### config.mk
export PLATFORM = sky130hd
export DESIGN_NAME = prefix_byte_decode
export DESIGN_NICKNAME = d
export VERILOG_FILES = /design/src/design/prefix_decode_pkg.sv /design/src/design/prefix_byte_decode.sv
export SDC_FILE = /design/constraint.sdc
export NUM_CORES = 1
export LEC_CHECK = 0
export ABC_AREA = 1
export BUFFER_PORTS_ARGS = -buffer_cell sky130_fd_sc_hd__buf_2
export CORE_MARGIN = 2
export CORE_UTILIZATION = 56
export CTS_CLUSTER_DIAMETER = 30
export DETAILED_ROUTE_END_ITERATION = 10
export GPL_ROUTABILITY_DRIVEN = 0
export PLACE_DENSITY = 0.86
export SLEW_MARGIN = 25
export SYNTH_ARGS = -nofsm -noshare
export SYNTH_HDL_FRONTEND = slang
export SYNTH_SLANG_ARGS = --single-unit
### constraint.sdc
create_clock -name clk_sys -period 2.9 [get_ports clk_sys]
set_clock_uncertainty 0.2 [all_clocks]
set_input_delay 0.29 -clock clk_sys [delete_from_list [all_inputs] [get_ports clk_sys]]
set_output_delay 0.29 -clock clk_sys [all_outputs]
set_load 0.02 [all_outputs]
### src/design/prefix_decode_pkg.sv
// shared constants and types for the prefix and byte transfer decoder
package prefix_decode_pkg;

	// -----------------------------------------------------------------
	// instruction fields
	// -----------------------------------------------------------------
	localparam int unsigned INSTR_W       = 16;
	localparam int unsigned SRC_FORM_BIT  = 15;
	localparam int unsigned DST_IDX_MSB   = 14;
	localparam int unsigned DST_IDX_LSB   = 12;
	localparam int unsigned DST_MOD_MSB   = 11;
	localparam int unsigned DST_MOD_LSB   = 8;
	localparam int unsigned SRC_IDX_MSB   = 7;
	localparam int unsigned SRC_IDX_LSB   = 4;
	localparam int unsigned SRC_MOD_MSB   = 3;
	localparam int unsigned SRC_MOD_LSB   = 0;
	localparam int unsigned BITOP_SET_BIT = 7;

	// -----------------------------------------------------------------
	// module numbers and sub-indexes
	// -----------------------------------------------------------------
	localparam logic [3:0] MOD_BITOP  = 4'h9;
	localparam logic [3:0] MOD_INDIR  = 4'hA;
	localparam logic [3:0] MOD_PREFIX = 4'hB;
	localparam logic [3:0] MOD_SYS    = 4'hC;
	localparam logic [3:0] MOD_BRANCH = 4'hF;

	localparam logic [4:0] IDX_GENERAL  = 5'h00;
	localparam logic [4:0] IDX_UPPER    = 5'h01;
	localparam logic [4:0] IDX_LOWER    = 5'h02;
	localparam logic [4:0] IDX_SWAPPED  = 5'h03;
	localparam logic [4:0] IDX_SIGNEXT  = 5'h04;
	localparam logic [4:0] IDX_DATAPTR  = 5'h05;
	localparam logic [4:0] IDX_STACKPTR = 5'h06;
	localparam logic [4:0] IDX_AT_DATA  = 5'h00;
	localparam logic [4:0] IDX_POP      = 5'h01;

	// -----------------------------------------------------------------
	// reset values
	// -----------------------------------------------------------------
	localparam logic [7:0]  PREFIX_RESET   = 8'h00;
	localparam logic [15:0] GENERAL_RESET  = 16'h0000;
	localparam logic [15:0] DATAPTR_RESET  = 16'h0000;
	localparam logic [15:0] STACKPTR_RESET = 16'h0000;

	typedef enum logic [0:0] {
		PREFIX_IDLE = 1'b0,
		PREFIX_HELD = 1'b1
	} prefix_state_t;

	typedef struct packed {
		logic        en;
		logic [3:0]  mod;
		logic [4:0]  index;
		logic [15:0] data;
		logic        bit_op;
		logic [7:0]  mask;
	} reg_write_t;

	typedef struct packed {
		logic        en;
		logic [15:0] addr;
		logic [15:0] data;
	} mem_write_t;

	typedef struct packed {
		logic        en;
		logic        absolute;
		logic [15:0] value;
	} branch_t;

endpackage

### src/design/prefix_byte_decode.sv
// prefix register, operand decode and general byte register of the core
`timescale 1ns/1ps

// Notes on behaviour
// (RL1) one fixed 16-bit instruction completes per clock; prefixed ops take two
// (RL2) prefix value lasts one cycle then clears to zero by itself
// (RL3) immediate upper byte comes from prior prefix, else zero
// (RL4) branch is absolute only when prefix was written the cycle before
// (RL5) unprefixed reach: destination index to 07h, source index to 0Fh
// (RL6) operands are direct registers, pointer-indirect memory, or immediates
// (RL7) direct addressing can target a single bit of a register
// (RL8) indirect operand address is the pointer register contents
// (RL9) stack pop returns word at stack pointer then decrements it
// (RL10) general byte register readable and writable whole or per byte
// (RL11) swapped view returns general register with bytes exchanged
// (RL12) sign-extended view replicates low byte bit 7 into upper byte
// (RL13) 8-bit source to 16-bit destination takes upper byte from prefix
// (RL14) unprefixed 8-bit to 16-bit move writes zero upper byte
// (RL15) 16-bit source to 8-bit destination keeps only the low byte
// (RL16) prefix write holds off a pending interrupt for one cycle
// (RL17) bit op on unsupporting register writes prefix high, mask low
// (RL18) prefix variant records extra destination and source index bits
module prefix_byte_decode
(
	input  wire logic                            clk_sys,
	input  wire logic                            rst,
	input  wire logic                            instr_valid,
	input  wire logic [15:0]                     instr,
	input  wire logic [15:0]                     ext_src_data,
	input  wire logic                            ext_src_wide,
	input  wire logic                            ext_dst_wide,
	input  wire logic [15:0]                     mem_rd_data,
	input  wire logic                            irq_pending,
	output logic                                 irq_grant,
	output logic                                 prefix_active,
	output logic [7:0]                           prefix_data,
	output logic                                 src_index_hi,
	output prefix_decode_pkg::reg_write_t        reg_wr,
	output prefix_decode_pkg::mem_write_t        mem_wr,
	output prefix_decode_pkg::branch_t           branch,
	output logic [15:0]                          general_byte_register,
	output logic [15:0]                          data_pointer_reg,
	output logic [15:0]                          stack_pointer_reg
);
	import prefix_decode_pkg::*;

	prefix_state_t prefix_state;
	logic [1:0]    dst_index_hi;

	// -----------------------------------------------------------------
	// field decode
	// -----------------------------------------------------------------
	wire        reg_src    = instr[SRC_FORM_BIT];
	wire [2:0]  dst_lo     = instr[DST_IDX_MSB:DST_IDX_LSB];
	wire [3:0]  dst_mod    = instr[DST_MOD_MSB:DST_MOD_LSB];
	wire [7:0]  imm_byte   = instr[SRC_IDX_MSB:SRC_MOD_LSB];
	wire [3:0]  src_lo     = instr[SRC_IDX_MSB:SRC_IDX_LSB];
	wire [3:0]  src_mod    = instr[SRC_MOD_MSB:SRC_MOD_LSB];
	wire [4:0]  dst_idx    = {dst_index_hi, dst_lo}; // RL5 RL18
	wire [4:0]  src_idx    = {src_index_hi, src_lo}; // RL5 RL18
	wire        held       = (prefix_state == PREFIX_HELD);

	wire        src_sys    = reg_src && (src_mod == MOD_SYS);
	wire        src_ind    = reg_src && (src_mod == MOD_INDIR); // RL6
	wire        pop_now    = instr_valid && src_ind
	                         && (src_idx == IDX_POP); // RL9

	wire        prefix_wr  = instr_valid && (dst_mod == MOD_PREFIX);
	wire        sys_wr     = instr_valid && (dst_mod == MOD_SYS);
	wire        ind_wr     = instr_valid && (dst_mod == MOD_INDIR)
	                         && (dst_idx == IDX_AT_DATA); // RL8
	wire        bit_now    = instr_valid && (dst_mod == MOD_BITOP)
	                         && !reg_src; // RL7
	wire        br_now     = instr_valid && (dst_mod == MOD_BRANCH);
	wire        ext_wr_now = instr_valid && !prefix_wr && !sys_wr
	                         && (dst_mod != MOD_INDIR) && !bit_now
	                         && (dst_mod != MOD_BITOP) && !br_now;

	// -----------------------------------------------------------------
	// general byte register views
	// -----------------------------------------------------------------
	wire [15:0] gv_upper   = {8'h00, general_byte_register[15:8]}; // RL10
	wire [15:0] gv_lower   = {8'h00, general_byte_register[7:0]}; // RL10
	wire [15:0] gv_swapped = {general_byte_register[7:0],
	                          general_byte_register[15:8]}; // RL11
	wire [15:0] gv_signext = {{8{general_byte_register[7]}},
	                          general_byte_register[7:0]}; // RL12

	wire [15:0] sys_val =
		(src_idx == IDX_GENERAL)  ? general_byte_register :
		(src_idx == IDX_UPPER)    ? gv_upper :
		(src_idx == IDX_LOWER)    ? gv_lower :
		(src_idx == IDX_SWAPPED)  ? gv_swapped :
		(src_idx == IDX_SIGNEXT)  ? gv_signext :
		(src_idx == IDX_DATAPTR)  ? data_pointer_reg :
		(src_idx == IDX_STACKPTR) ? stack_pointer_reg : 16'h0000;
	wire        sys_src_wide = (src_idx != IDX_UPPER)
	                           && (src_idx != IDX_LOWER);
	wire        sys_dst_wide = (dst_idx != IDX_UPPER)
	                           && (dst_idx != IDX_LOWER);

	// -----------------------------------------------------------------
	// operand select and width conversion
	// -----------------------------------------------------------------
	wire [15:0] src_val  = !reg_src ? {8'h00, imm_byte} :
	                       src_ind  ? mem_rd_data :
	                       src_sys  ? sys_val : ext_src_data; // RL6 RL8
	wire        src_wide = reg_src && (src_ind || (src_sys ? sys_src_wide
	                       : ext_src_wide));
	wire        dst_wide = sys_wr ? sys_dst_wide :
	                       (dst_mod == MOD_INDIR) ? 1'b1 : ext_dst_wide;
	// narrow source into wide target picks up the prefix byte
	wire [15:0] move_val = !dst_wide ? {8'h00, src_val[7:0]} : // RL15
	                       src_wide  ? src_val :
	                       {prefix_data, src_val[7:0]}; // RL3 RL13 RL14

	// -----------------------------------------------------------------
	// bit set / clear
	// -----------------------------------------------------------------
	wire        bit_set  = imm_byte[BITOP_SET_BIT];
	wire [7:0]  bit_one  = 8'h01 << dst_lo;
	wire [7:0]  bit_mask = bit_set ? bit_one : ~bit_one;
	wire [3:0]  bit_mod  = imm_byte[SRC_MOD_MSB:SRC_MOD_LSB];
	wire [4:0]  bit_idx  = {dst_index_hi, imm_byte[6:4]};
	wire        bit_gen  = bit_now && (bit_mod == MOD_SYS)
	                       && ((bit_idx == IDX_GENERAL)
	                       || (bit_idx == IDX_LOWER));
	wire [7:0]  bit_low  = bit_set ? (general_byte_register[7:0] | bit_one)
	                       : (general_byte_register[7:0] & bit_mask);

	// -----------------------------------------------------------------
	// next values
	// -----------------------------------------------------------------
	wire [15:0] next_general =
		bit_gen ? {general_byte_register[15:8], bit_low} : // RL7
		!sys_wr ? general_byte_register :
		(dst_idx == IDX_GENERAL) ? move_val :
		(dst_idx == IDX_UPPER) ? {move_val[7:0],
		                          general_byte_register[7:0]} :
		(dst_idx == IDX_LOWER) ? {general_byte_register[15:8],
		                          move_val[7:0]} :
		general_byte_register; // RL10
	wire        dp_wr      = sys_wr && (dst_idx == IDX_DATAPTR);
	wire        sp_wr      = sys_wr && (dst_idx == IDX_STACKPTR);
	wire [15:0] next_sp    = sp_wr ? move_val :
	                         pop_now ? (stack_pointer_reg - 16'h0001) :
	                         stack_pointer_reg; // RL9

	reg_write_t next_reg_wr;
	assign next_reg_wr.en     = ext_wr_now || (bit_now && !bit_gen);
	assign next_reg_wr.mod    = bit_now ? bit_mod : dst_mod;
	assign next_reg_wr.index  = bit_now ? bit_idx : dst_idx;
	assign next_reg_wr.data   = bit_now ? {prefix_data, bit_mask}
	                            : move_val; // RL17
	assign next_reg_wr.bit_op = bit_now;
	assign next_reg_wr.mask   = bit_now ? bit_mask : 8'h00;

	mem_write_t next_mem_wr;
	assign next_mem_wr.en   = ind_wr;
	assign next_mem_wr.addr = data_pointer_reg; // RL8
	assign next_mem_wr.data = move_val;

	branch_t next_branch;
	assign next_branch.en       = br_now;
	assign next_branch.absolute = held; // RL4
	assign next_branch.value    = held ? {prefix_data, src_val[7:0]}
	                              : {{8{src_val[7]}}, src_val[7:0]};

	// -----------------------------------------------------------------
	// prefix holding register
	// -----------------------------------------------------------------
	always_ff @(posedge clk_sys)
	begin
		if (rst)
		begin
			prefix_state <= PREFIX_IDLE;
			prefix_data  <= PREFIX_RESET;
			dst_index_hi <= 2'b00;
			src_index_hi <= 1'b0;
		end
		else
		begin
			case (prefix_state)
				PREFIX_IDLE, PREFIX_HELD:
				begin
					// value survives exactly one cycle
					prefix_state <= prefix_wr ? PREFIX_HELD : PREFIX_IDLE; // RL2
					prefix_data  <= prefix_wr ? src_val[7:0] : PREFIX_RESET; // RL2
					dst_index_hi <= prefix_wr ? dst_lo[1:0] : 2'b00; // RL18
					src_index_hi <= prefix_wr ? dst_lo[2] : 1'b0; // RL18
				end
				default:
				begin
					prefix_state <= PREFIX_IDLE;
					prefix_data  <= PREFIX_RESET;
					dst_index_hi <= 2'b00;
					src_index_hi <= 1'b0;
				end
			endcase
		end
	end

	// -----------------------------------------------------------------
	// architectural state and registered outputs
	// -----------------------------------------------------------------
	always_ff @(posedge clk_sys)
	begin
		if (rst)
		begin
			general_byte_register <= GENERAL_RESET;
			data_pointer_reg      <= DATAPTR_RESET;
			stack_pointer_reg     <= STACKPTR_RESET;
			reg_wr                <= '0;
			mem_wr                <= '0;
			branch                <= '0;
			irq_grant             <= 1'b0;
		end
		else
		begin
			general_byte_register <= next_general; // RL1
			data_pointer_reg      <= dp_wr ? move_val : data_pointer_reg;
			stack_pointer_reg     <= next_sp;
			reg_wr                <= next_reg_wr;
			mem_wr                <= next_mem_wr;
			branch                <= next_branch;
			irq_grant             <= irq_pending && !prefix_wr; // RL16
		end
	end

	assign prefix_active = held;
endmodule

==> qor.yml <==
grt_pass1_wl_um: 35400
antenna_found_initial: 2
die-area_sq_mm: 0.0125
peakVddDrop_mv: 0.448
place_hpwl_um: 16900
routed_wl_um: 23100
drc: 0
setup_tns_ps: 0
required_ps: 3050
critPathLaunchType: "input pin"
grt_pass1_vias: 6939
synth_seq_cells: 139
n_fill_cell: 873
p_total_mw: 4.74
cts_tree: "done"
grt_use_total_pct: 35.9
grt_max_degree: 53
wire_per_inst_um: 17.8
fin_nets: 1196
setup_viol: 0
layout_common_cells: "198 x buf_2, 185 x nand2_1, 139 x dfxtp_1, 129 x inv_1, 117 x nor2_1"
comb_power_share_pct: 10.3
finalCritPeriodShare_pct: 89.8
core_region_area_sq_mm: 0.0114
cap_viol_max_count: 0
min_period_ps: 2610
via_per_inst: 5.86
ys_types: 38
leakage_nw: 4.18
crit_path_end_kind: "register"
fin_ws_ps: 294
pwr-share-clk_pct: 48.2
report.final.slew_viol_count: 0
drt_pass1_iterations: 11
vias: 7616
cp.arrival_ps: 2750
status: "finished clean"
start_util_pct: 57.3
seq_power_share_pct: 41.5
rsz0062_at_grt: "no"
top_register: "reg_wr"
drt_iter0_drc: 1109
async_flop_share_pct: 0
worst_pin_slew_ps: 676
seq_area_frac_synth_pct: 42.7
top_regs: "reg_wr x35, mem_wr x33"
p_int_mw: 3.41
powerDensity_mw_per_mm2: 574
detail-route-antenna-nets: 0
synth_cells: 944
cts_made_buffers: 17
port_buffers: 198
cts.clk_slew.worst_paths_ps: 70
fmax_mhz: 384
crit_fanout: 16
place_inst: 1259
swShare_pct: 28.0
ctsRootBufferMaster: "clkbuf_16"
cts_sinks: 139
fp.dieH_um: 112
hold_viol: 0
ys.flop_type: "dfxtp_1"
synth-edff-count: 0
power.switching_mw: 1.33
syn2layout_area_growth_pct: 26.9
layout.cells.non_filler: 1299
final_common_cell: "buf_2"
dp_slack_ps: 387
fp-row-count: 39
clock_insertion_delay_worst_skew_ps: 430
die_w_um: 112
syn_avg_cell_area_sq_um: 6.90
largest_register_ffs: 35
worst-setup-path-type: "input pin to register"
synthesis.area_sq_mm: 0.00652
synth_nets: 999
h-tree-depth: 4
hold_path.class: "input pin to register"
maxSlewHeadroom_pct: 54.8
yosysWarnings: 0
final_layout_size_suffix_gt1_share_pct: 23.6
hold_ws_ps: 4.48
grt_overflow_total: 0
cts_buffer_depth: 2
top_level_ports: 199
-- final cells by class --
cell class,instances,area (sq um),share of cell area (%)
flip-flops and latches,139,2780,33.6
repair buffers,218,1160,14.0
inverters,139,522,6.31
clock inverters,15,193,2.33
diodes,2,5.00,0.0605
well taps,143,179,2.16
multi-input cells,626,3010,36.4
clock buffers,17,425,5.14
-- synth_stat cells, drive strengths merged, types with 4 or more instances --
cell type / count / share of area (%)
nand2: 186 / 11
a31oi: 11 / 1.1
a21oi: 71 / 5.5
clkbuf: 18 / 1.0
o211ai: 6 / 0.69
buf: 22 / 2.1
clkinv: 4 / 0.23
dfxtp: 139 / 43
nor3: 20 / 1.7
o22ai: 34 / 3.3
nand3: 52 / 4.1
a21o: 6 / 0.69
o21ai: 73 / 5.9
nand4: 19 / 1.8
xor2: 8 / 1.1
nor2: 126 / 7.8
inv: 135 / 7.8
-- worst paths after layout --
path / slack, ps / startpoint / end / cells past startpoint
min: 4 / instr[2] / reg_wr[32]$_SDFF_PP0_ / 3
max reg2reg: 340 / src_index_hi$_SDFF_PP0_ / general_byte_register[10]$_SDFFE_PP0P_ / 14
max: 290 / instr[1] / stack_pointer_reg[15]$_SDFFE_PP0P_ / 12
min reg2reg: 240 / dst_index_hi[1]$_SDFF_PP0_ / reg_wr[29]$_SDFF_PP0_ / 2
-- cell families after synthesis --
kind of cell / after synthesis / synth area share (%)
DFF: 139 / 42.7
and+or+nand+nor: 408 / 26.7
adders and majority gates: 1 / 0.192
AOI/OAI and AO/OA: 209 / 18.1
buffers and inverters: 179 / 11.1
xor gates and xnor gates: 8 / 1.08
-- stage by stage --
step                      utilization [%]  area [sq um]
after floorplan                         -          6520
after global placement               66.7          7590
after detailed placement             66.7          7590
after CTS                            72.7          8270
after global routing                 72.7          8270
final                                72.7          8270
-- power by group through the flow --
stage	Clock (mW)	Sequential, mW	Combinational (mW)
global route	2.38	1.97	0.520
floorplan	0	2.06	0.239
global placement	0	2.01	0.459
finish	2.29	1.97	0.491
detailed placement	0	2.01	0.462
CTS	2.28	1.97	0.472
-- repair_timing --
item	in CTS	in global routing
gates resized for setup	0	0
hold buffers	6	0
endpoints found under the setup margin	0	0
buffers inserted	0	0
hold endpoints to repair	5	0
-- worst max-delay path, cell delays in order --
cell	delay, ps
dlygate4sd3_1	540
buf_2	160
nor3_1	350
nand2_1	150
buf_4	210
nor2_2	170
o21ai_4	160
a21oi_1	230
nand2_1	170
nor2_2	150
nand2_1	90
o21ai_1	80
-- per-layer routing --
| layer | track usage (%) | share of wire [%] | vias to the layer above |
|---|---|---|---|
| li1 | - | - | 3484 |
| met3 | 10.1 | 14 | 158 |
| met5 | 0 | 0 | - |
| met2 | 54.8 | 43 | 666 |
| met4 | 20.5 | 6.5 | 0 |
| met1 | 45.6 | 36 | 3308 |
Note: power is estimated with default switching activity, not from simulation.
